File: config.mk
export PLATFORM = sky130hd
export DESIGN_NAME = oad_decode
export DESIGN_NICKNAME = d
export VERILOG_FILES = /design/src/logic/oad_pkg.sv /design/src/logic/oad_regfile.sv /design/src/logic/oad_decode.sv
export SDC_FILE = /design/constraint.sdc
export NUM_CORES = 1
export LEC_CHECK = 0
export ABC_AREA = 1
export BUFFER_PORTS_ARGS = -buffer_cell sky130_fd_sc_hd__buf_4
export CAP_MARGIN = 20
export CORE_MARGIN = 2
export CORE_UTILIZATION = 45
export CTS_CLUSTER_SIZE = 24
export DETAILED_ROUTE_END_ITERATION = 8
export GPL_TIMING_DRIVEN = 0
export SLEW_MARGIN = 20
export SYNTH_ARGS = -nofsm -noshare
export SYNTH_HDL_FRONTEND = slang
export SYNTH_SLANG_ARGS = --single-unit
File: constraint.sdc
create_clock -name core_clk -period 16.9 [get_ports core_clk]
set_input_delay 5.07 -clock core_clk [delete_from_list [all_inputs] [get_ports core_clk]]
set_output_delay 5.07 -clock core_clk [all_outputs]
set_load 0.03 [all_outputs]
File: src/logic/oad_pkg.sv
package oad_pkg;

  // ----------------------------------------
  // Field codes
  // ----------------------------------------
  localparam logic [1:0] OAD_MOD_NODISP = 2'h0;
  localparam logic [1:0] OAD_MOD_DISP8  = 2'h1;
  localparam logic [1:0] OAD_MOD_DISP16 = 2'h2;
  localparam logic [1:0] OAD_MOD_REG    = 2'h3;
  localparam logic [2:0] OAD_RM_DIRECT  = 3'h6;

  // Segment codes
  localparam logic [1:0] OAD_SEG_EXTRA  = 2'h0;
  localparam logic [1:0] OAD_SEG_CODE   = 2'h1;
  localparam logic [1:0] OAD_SEG_STACK  = 2'h2;
  localparam logic [1:0] OAD_SEG_DATA   = 2'h3;

  // Prefix pattern: top three and bottom three bits
  localparam logic [2:0] OAD_PFX_TOP    = 3'h1;
  localparam logic [2:0] OAD_PFX_BOT    = 3'h6;

  // Wait opcode
  localparam logic [7:0] OAD_OP_WAIT    = 8'h9B;

  // ----------------------------------------
  // Timing
  // ----------------------------------------
  localparam int OAD_CLK_NS          = 10;
  localparam int OAD_EA_CYCLES       = 4;
  localparam int OAD_WAIT_CYCLES     = 6;
  localparam int OAD_WORD_XFER_EXTRA = 4;

endpackage

File: src/logic/oad_regfile.sv
`timescale 1ns/100ps
module oad_regfile
  import oad_pkg::*;
#(
  parameter int W = 16
) (
  input  wire logic         core_clk,
  input  wire logic         rst,
  input  wire logic         wr_en,
  input  wire logic [2:0]   wr_sel,
  input  wire logic [W-1:0] wr_data,
  input  wire logic [2:0]   rd_sel,
  output logic      [W-1:0] rd_data,
  output logic      [W-1:0] base_reg,
  output logic      [W-1:0] base_pointer,
  output logic      [W-1:0] src_index,
  output logic      [W-1:0] dest_index
);

  // ----------------------------------------
  // Eight word registers, registered read port
  // ----------------------------------------
  logic [W-1:0] mem_r [8];

  always_ff @(posedge core_clk or posedge rst) begin
    if (rst) begin
      for (int i = 0; i < 8; i++) begin
        mem_r[i] <= '0;
      end
      rd_data <= '0;
    end else begin
      if (wr_en) begin
        mem_r[wr_sel] <= wr_data;
      end
      rd_data <= mem_r[rd_sel];
    end
  end

  assign base_reg     = mem_r[3];
  assign base_pointer = mem_r[5];
  assign src_index    = mem_r[6];
  assign dest_index   = mem_r[7];

endmodule

File: src/logic/oad_decode.sv
`timescale 1ns/100ps
module oad_decode
  import oad_pkg::*;
#(
  parameter int W = 16
) (
  input  wire logic         core_clk,
  input  wire logic         rst,
  input  wire logic         byte_valid,
  input  wire logic [7:0]   byte_in,
  input  wire logic         op_start,
  input  wire logic         word_op,
  input  wire logic         string_dst,
  input  wire logic         test_n,
  input  wire logic [1:0]   mem_xfers,
  input  wire logic         reg_wr_en,
  input  wire logic [2:0]   reg_wr_sel,
  input  wire logic [W-1:0] reg_wr_data,
  output logic              byte_ready,
  output logic              ea_valid,
  output logic [W-1:0]      effective_address,
  output logic [1:0]        seg_sel,
  output logic              is_reg,
  output logic [2:0]        reg_sel,
  output logic              reg_high_byte,
  output logic [W-1:0]      reg_value,
  output logic              wait_done,
  output logic [3:0]        word_extra_clks
);

  // ----------------------------------------
  // State
  // ----------------------------------------
  typedef enum logic [6:0] {
    OAD_IDLE   = 7'h01,
    OAD_MODRM  = 7'h02,
    OAD_DLO    = 7'h04,
    OAD_DHI    = 7'h08,
    OAD_CALC   = 7'h10,
    OAD_WAITOP = 7'h20,
    OAD_DONE   = 7'h40
  } oad_state_t;

  typedef struct packed {
    oad_state_t  st;
    logic        ovr_vld;
    logic [1:0]  ovr_seg;
    logic [1:0]  mode;
    logic [2:0]  reg_f;
    logic [2:0]  rm;
    logic [15:0] disp;
    logic [2:0]  cnt;
    logic        ea_valid;
    logic [15:0] ea;
    logic [1:0]  seg;
    logic        is_reg;
    logic        wait_done;
  } oad_s_t;

  oad_s_t s_r;
  oad_s_t s_nxt;

  logic [W-1:0] bx_v;
  logic [W-1:0] bp_v;
  logic [W-1:0] si_v;
  logic [W-1:0] di_v;
  logic [W-1:0] rd_v;
  logic [W-1:0] base_v;
  logic         via_bp;
  logic         is_pfx;
  logic [1:0]   def_seg;
  logic [1:0]   seg_v;
  logic [2:0]   fld_v;

  // ----------------------------------------
  // Register file
  // ----------------------------------------
  oad_regfile #(.W(W)) u_rf (
    .core_clk     (core_clk),
    .rst          (rst),
    .wr_en        (reg_wr_en),
    .wr_sel       (reg_wr_sel),
    .wr_data      (reg_wr_data),
    .rd_sel       (s_r.rm),
    .rd_data      (rd_v),
    .base_reg     (bx_v),
    .base_pointer (bp_v),
    .src_index    (si_v),
    .dest_index   (di_v)
  );

  // ----------------------------------------
  // Address terms
  // ----------------------------------------
  assign is_pfx = (byte_in[7:5] == OAD_PFX_TOP) && (byte_in[2:0] == OAD_PFX_BOT);

  always_comb begin
    base_v = '0;
    via_bp = 1'b0;
    unique case (s_r.rm)
      3'h0: base_v = bx_v + si_v;
      3'h1: base_v = bx_v + di_v;
      3'h2: begin
        base_v = bp_v + si_v;
        via_bp = 1'b1;
      end
      3'h3: begin
        base_v = bp_v + di_v;
        via_bp = 1'b1;
      end
      3'h4: base_v = si_v;
      3'h5: base_v = di_v;
      3'h6: begin
        // Direct form drops the base pointer entirely
        if (s_r.mode == OAD_MOD_NODISP) begin
          base_v = '0;
        end else begin
          base_v = bp_v;
          via_bp = 1'b1;
        end
      end
      3'h7: base_v = bx_v;
    endcase
  end

  // Stack for base pointer, data otherwise
  assign def_seg = via_bp ? OAD_SEG_STACK : OAD_SEG_DATA;

  // ----------------------------------------
  // Segment choice
  // ----------------------------------------
  // String destination wins over any prefix
  always_comb begin
    seg_v = def_seg;
    if (string_dst) begin
      seg_v = OAD_SEG_EXTRA;
    end else if (s_r.ovr_vld) begin
      seg_v = s_r.ovr_seg;
    end
  end

  // ----------------------------------------
  // Sequencer
  // ----------------------------------------
  always_comb begin
    s_nxt = s_r;
    s_nxt.wait_done = 1'b0;
    unique case (s_r.st)
      OAD_IDLE: begin
        if (byte_valid && is_pfx) begin
          s_nxt.ovr_vld = 1'b1;
          s_nxt.ovr_seg = byte_in[4:3];
        end else if (byte_valid && byte_in == OAD_OP_WAIT) begin
          s_nxt.st  = OAD_WAITOP;
          s_nxt.cnt = 3'h0;
        end else if (byte_valid && op_start) begin
          s_nxt.st       = OAD_MODRM;
          s_nxt.ea_valid = 1'b0;
        end
      end
      OAD_MODRM: begin
        // Second byte: mode, reg, r/m; displacement follows it
        if (byte_valid) begin
          s_nxt.mode  = byte_in[7:6];
          s_nxt.reg_f = byte_in[5:3];
          s_nxt.rm    = byte_in[2:0];
          s_nxt.disp  = '0;
          s_nxt.cnt   = 3'h0;
          if (byte_in[7:6] == OAD_MOD_REG) begin
            s_nxt.st = OAD_DONE;
          end else if (byte_in[7:6] == OAD_MOD_NODISP && byte_in[2:0] != OAD_RM_DIRECT) begin
            s_nxt.st = OAD_CALC;
          end else begin
            s_nxt.st = OAD_DLO;
          end
        end
      end
      OAD_DLO: begin
        if (byte_valid) begin
          if (s_r.mode == OAD_MOD_DISP8) begin
            s_nxt.disp = {{8{byte_in[7]}}, byte_in};
            s_nxt.st   = OAD_CALC;
          end else begin
            s_nxt.disp = {8'h00, byte_in};
            s_nxt.st   = OAD_DHI;
          end
        end
      end
      OAD_DHI: begin
        if (byte_valid) begin
          s_nxt.disp = {byte_in, s_r.disp[7:0]};
          s_nxt.st   = OAD_CALC;
        end
      end
      OAD_CALC: begin
        // Fixed latency keeps timing the same for modes 00-10; mode 11 never enters this state
        s_nxt.cnt = s_r.cnt + 3'h1;
        if (s_r.cnt == 3'(OAD_EA_CYCLES - 1)) begin
          s_nxt.ea  = base_v + s_r.disp;
          s_nxt.seg = seg_v;
          s_nxt.is_reg   = 1'b0;
          s_nxt.ea_valid = 1'b1;
          s_nxt.ovr_vld  = 1'b0;
          s_nxt.st       = OAD_IDLE;
        end
      end
      OAD_WAITOP: begin
        // Stall holds while test input stays high
        if (s_r.cnt == 3'(OAD_WAIT_CYCLES - 1)) begin
          if (!test_n) begin
            s_nxt.wait_done = 1'b1;
            s_nxt.st        = OAD_IDLE;
          end
        end else begin
          s_nxt.cnt = s_r.cnt + 3'h1;
        end
      end
      OAD_DONE: begin
        s_nxt.is_reg   = 1'b1;
        s_nxt.ea_valid = 1'b1;
        s_nxt.ovr_vld  = 1'b0;
        s_nxt.st       = OAD_IDLE;
      end
      default: s_nxt.st = OAD_IDLE;
    endcase
  end

  always_ff @(posedge core_clk or posedge rst) begin
    if (rst) begin
      s_r <= '{st: OAD_IDLE, default: '0};
    end else begin
      s_r <= s_nxt;
    end
  end

  // ----------------------------------------
  // Stream handshake
  // ----------------------------------------
  // Only the byte-collecting states take from the stream
  always_comb begin
    unique case (s_r.st)
      OAD_IDLE, OAD_MODRM, OAD_DLO, OAD_DHI: byte_ready = 1'b1;
      default:                               byte_ready = 1'b0;
    endcase
  end

  // ----------------------------------------
  // Register operand field
  // ----------------------------------------
  // Mode 11 names its register in r/m; otherwise the reg field does
  always_comb begin
    if (s_r.mode == OAD_MOD_REG) begin
      fld_v = s_r.rm;
    end else begin
      fld_v = s_r.reg_f;
    end
  end

  // ----------------------------------------
  // Outputs
  // ----------------------------------------
  assign ea_valid          = s_r.ea_valid;
  assign effective_address = s_r.ea;
  assign seg_sel           = s_r.seg;
  assign is_reg            = s_r.is_reg;
  assign wait_done         = s_r.wait_done;
  assign reg_value         = rd_v;

  // Byte selects wrap: low halves 0-3, high halves 4-7
  always_comb begin
    if (word_op) begin
      reg_sel       = fld_v;
      reg_high_byte = 1'b0;
    end else begin
      reg_sel       = {1'b0, fld_v[1:0]};
      reg_high_byte = fld_v[2];
    end
  end

  // Byte transfers add nothing; time is per memory transfer
  always_comb begin
    if (word_op) begin
      word_extra_clks = 4'(OAD_WORD_XFER_EXTRA * mem_xfers);
    end else begin
      word_extra_clks = 4'h0;
    end
  end

endmodule

== Yosys cells after proc, flatten, opt, wreduce, memory -nomap -nowiden ==
Cells that the tools add are included.

* Add/subtract/negate cells: 6
* Order comparisons: 3
* Equality and inequality tests: 36
* Mux-type cells: 50
* Bitwise operators: 3
* Reductions and logical operators: 26

{| class="wikitable"
|+ Operators by type and width
! operator !! number
|-
| 128-bit bitwise mux || 1
|-
| 16-bit case mux with 8 select lines || 1
|-
| 16-bit 2-to-1 mux || 7
|-
| 16-bit adder || 5
|-
| 7-bit 2-to-1 mux || 9
|-
| 16-bit binary-select mux with 3-bit select || 1
|-
| 16-bit demux with 3-bit select || 1
|-
| 16-bit case mux with 3 select lines || 1
|-
| 7-bit case mux with 6 select lines || 1
|-
| 2-bit != test (second input constant) || 12
|-
| 20-bit 2-to-1 mux || 1
|-
| 19-bit 2-to-1 mux || 1
|-
| 3-bit == test (second input constant) || 6
|-
| 3-bit 2-to-1 mux || 5
|-
| 3-bit case mux with 4 select lines || 1
|-
| 5-bit 2-to-1 mux || 2
|-
| 5-bit AND reduction || 2
|-
| 3-bit by 2-bit == test with 1-bit output (second input constant) || 3
|-
| 1-bit 2-to-1 mux || 9
|-
| 8-bit == test (second input constant) || 1
|-
| 4-bit >= comparator (second input constant) || 2
|-
| 4-bit 2-to-1 mux || 2
|-
| 8-bit 2-to-1 mux || 1
|-
| 3-bit NOT with 4-bit output || 2
|-
| 29 further kinds || 47
|}

* Register bits after elaboration: 202
* Word-level logic and storage cells: 147

== Logic depth before layout (Yosys ltp) ==
* Word-level depth: 8
* Gate-level depth with buffers: 29

== Hierarchy ==
From an unflattened synthesis, not the netlist that was laid out.

* Cells, all modules: 1826
* Area, all modules: 13226.4 um^2

{| class="wikitable"
|+ Modules (own cells, without submodules)
! module !! times used !! cells an instance !! area an instance (um^2) !! sequential area each (um^2)
|-
| oad_regfile || 1 || 948 || 7218.2 || 3603.5
|-
| oad_decode || 1 || 878 || 6008.3 || 1452.6
|}

== Worst setup path after synthesis ==
No wires, ideal clock.

* Path type: input -> output
* From: in word_op
* To: out reg_sel[2]
* Arrival time: 5.507 ns
* Setup slack: 6.323 ns
* Stages on the path: 2
* Cells stage by stage: inv_1 > nor2_1

* Word-level cells in the longest chain between the ends: 1

{| class="wikitable"
|+ RTL lines
! item !! RTL line !! RTL
|-
| from (decl) || oad_decode.sv:12 || <nowiki>input wire logic word_op,</nowiki>
|-
| 3-bit 2-to-1 mux || oad_decode.sv:271 || <nowiki>if (word_op) begin</nowiki>
|-
| to (decl) || oad_decode.sv:24 || <nowiki>output logic [2:0] reg_sel,</nowiki>
|}

No other way between the ends.

== Worst setup path in the final report ==
Same ends and word-level chain as after synthesis.

==> metrics.txt <==
DRT iter0 DRCs 1139; Crit Reg-Reg Startpoint s_r[41]$_DFFE_PP0P_; Total GRT Usage 29.87%; Hold Crit Class reg2reg; Clock Sinks between 200 and 250; Remaining DRCs 0; CTS root buffer clkbuf_16; grt ovf 0; Antenna Nets Post-Route 0; Die W 167.9 µm; Crit path largest cell delay 0.17 ns; Synth Area in Adders 5.882%; Synth Area in Compound Gates between 20% and 30%; Core Region 26210 µm²; r2r setup slk about 12 ns; Power Density ~170 nW/µm²; Cell Int Power 1302 µW; die height approximately 170 µm; Tcrit/Tclk final about 62%; multiplexer share of the synthesized area 0.09320%; fraction of synthesis flops using an asynchronous set or reset pin 100.0%; area delta synth->final 16.10%; sequential fraction of the synthesis area about two fifths; Peak supply drop 0.0001238 V; Clock Latency Late Sink approximately 0.55 ns; Worst-path clk slew 0.05 ns; die area 28180 µm²; number of diodes 0; Distinct cells, synth 62; Switching Share 45.94%; post-cts gate resize count 0; sw power 1106 µW; Worst EP required 11.83 ns; syn_area_per_cell between 7 and 8 µm²; Min-Delay Startpoint effective_address[1]$_DFFE_PP0P_; Arrival @ worst endpoint 5.46 ns; most frequent CP cell buf_4; Regs by FF count u_rf.mem_r: 64 flops, s_r: 37 flops; post-synth top area cell dfrtp_1; Main synth FF type dfrtp_1; CTS tree yes; final setup fails 0; combinational share of power 49.3%; cell row count approximately 60; CTS Hold Bufs 0; CP Capture Type primary output; Worst R2R End effective_address[15]$_DFFE_PP0P_; # fillers 2579; max reg flops 64; overall power 2408 µW; Min-Delay Endpoint effective_address[1]$_DFFE_PP0P_; Top reg by flops u_rf.mem_r; #FFs+latches synth 202; power share of the sequential group 27.9%; DPL Wire Length between 30000 and 40000 µm; normalized max-slew margin between 40% and 50%; f_max 0.09499 GHz; first-pass GRT wire length roughly 65000 µm; RSZ-0062 raised after global routing no; max cap viols 0; top cells by area, synth dfrtp_1, nand2_1, o21ai_0, ha_1, inv_1; kind of critical path in2out; Setup Skew between 0.02 and 0.03 ns; status completed; DR pass1 iterations 5; main combinational cell family by area after synthesis compound AO/OA/AOI/OAI gates; mapped cell area 12080 µm²; warnings from Yosys 0; H-tree depth 1; number of global-route vias before repair 10.88k; xor/xnor share of the synthesized area 0.6524%; setup TNS 0 ns; Layout Nets 1743; worst-margin pin slew 0.8509 ns; EDFF count, synth 0; # IOs 83; layout cells sized above 1 12.70%; post-synthesis simple-gate area fraction between 20% and 30%; PortBufs 80; post-synth top area share 41.63%; routed vias 11.36k; nature of the critical path startpoint input pin; Via density 5.669; Fin. Hold Viols 0; setup repair bufs after CTS 0; Clock power frac between 20% and 30%; gpl congestion 0.9580; post-synthesis instance total 1542; initial core utilization a little under half; Max Slew Vio Count 0; WL per Instance 20.71 µm; drt total wl 41500 µm; worst-path cell chain buf_4 -> inv_1 -> nor2_1 -> buf_4; WHS Path Cells 2; maximum root-to-sink buffer count 3; Slowest-stage cell, CP buf_4; initial antenna violation count 0; TritonCTS Buffers 24; fin crit period between 10 and 15 ns; Pleak between 0.006 and 0.007 µW; critical path fanouts, max 4; R2R depth 26; largest net degree at the start of global routing 79
## worst max path at each step
| stage | startpoint | to | slack, ns | cells past startpoint |
|---|---|---|---|---|
| finish | word_op | reg_sel[2] | 6.37 | 4 |
| global placement | rst | s_r[23]$_DFFE_PP0P_ | 3.59 | 2 |
| CTS | word_op | reg_high_byte | 6.37 | 3 |
| global route | word_op | reg_sel[2] | 6.33 | 4 |
| detailed placement | word_op | reg_sel[2] | 6.37 | 4 |
| floorplan | rst | ea_valid$_DFFE_PP0P_ | 6.32 | 1 |
## through the flow
step | area [µm²] | hold WS (ns) | setup WS [ns] | instances | utilization (%)
after floorplan | 12090 | 0.4431 | 6.321 | 1543 | -
after global placement | 13110 | 0.4593 | 3.587 | 1958 | 50.01
after detailed placement | 13170 | 0.4614 | 6.375 | 1960 | 50.25
after CTS | 14030 | 0.4747 | 6.372 | 2004 | 53.53
after global routing | 14030 | 0.4986 | 6.328 | 2004 | 53.53
final | 14030 | 0.4671 | 6.372 | 2004 | 53.53
## cell type report
cell class,count,area (µm²),share of cell area (%)
inverter,152,583.1,4.156
sequential,202,5056,36.04
buffer,83,402.9,2.872
clock inverter,4,98.84,0.7046
multi-input combinational,1106,6052,43.14
timing repair buffer,82,655.6,4.674
clock buffer,40,760.7,5.423
tap,335,419.2,2.988
## synth_stat cells, types with 4 or more instances
cell and number:
nand2_2 5, nor3_1 13, buf_4 21, o31ai_1 4, ha_1 52, a22oi_1 20
or2_2 8, a211oi_1 5, o21ai_0 249, inv_1 138, nand2_1 377, nand3_1 61
nor2_4 12, a22o_1 7, o2111ai_1 4, buf_2 10, clkbuf_1 50, o21ai_1 8
inv_2 11, o22ai_1 9, a21o_1 5, nand3b_1 5, a31oi_1 7, o211ai_1 16
a32oi_1 4, a221oi_1 24, xnor2_1 5, dfrtp_1 201, a21oi_1 67, nor2_1 86
xor2_1 4
## worst max-delay path: cells and delay by family
family,cells,cell delay [ns]
and+or+nand+nor,1,0.09
buffers and inverters,3,0.30
## placed cells by master, fill, tap and decap left out, drive strengths merged, types with 2 or more instances in the layout
| cell | count |
|---|---|
| dfrtp | 201 |
| a21oi | 67 |
| nand3b | 5 |
| xor2 | 4 |
| o221ai | 3 |
| nor3 | 14 |
| nand4 | 7 |
| nor4 | 3 |
| o311ai | 2 |
| nand3 | 61 |
| a211oi | 5 |
| nor2 | 101 |
| a32oi | 4 |
| a21boi | 3 |
| o21a | 2 |
| or2 | 9 |
| conb | 2 |
| o22ai | 10 |
| nand2 | 385 |
| buf | 115 |
| o21ai | 259 |
| a221oi | 24 |
| a22o | 7 |
| xnor2 | 5 |
| o21bai | 3 |
| a31o | 2 |
| ha | 52 |
| a31oi | 7 |
| o31ai | 7 |
| a21o | 5 |
| inv | 152 |
| clkinv | 2 |
| bufinv | 2 |
| o2111ai | 4 |
| o211ai | 16 |
| fa | 3 |
| clkbuf | 90 |
| a22oi | 20 |
## layer usage
metal / wire length [µm] / share of wire (%) / global-route usage [%] / vias up
li1: - / - / - / 5445
met1: 19230 / 46 / 44.36 / 5377
met3: 3089 / 7.4 / 4.396 / 76
met2: 17750 / 43 / 44.32 / 462
met4: 1432 / 3.5 / 10.78 / 0
met5: 0 / 0 / 0 / -
## kinds of logic (layout without fill, tap and decap cells)
group / Yosys count / count (layout)
and+or+nand+nor: 586 / 586
AOI/OAI and AO/OA: 453 / 453
buffers and inverters: 235 / 361
DFF: 202 / 202
adders and majority gates: 55 / 55
xor gates and xnor gates: 9 / 9
other: 1 / 2
muxes: 1 / 1
## power groups by stage
| stage | Combinational (µW) | Clock (µW) | Sequential (µW) |
|---|---|---|---|
| after global routing | 1310 | 579 | 681 |
| after CTS | 1170 | 560 | 666 |
| final | 1190 | 551 | 671 |
| after detailed placement | 1160 | 0 | 673 |
| after floorplan | 750 | 0 | 686 |
| after global placement | 1160 | 0 | 673 |
No activity file was read; power rests on OpenSTA's default activity.
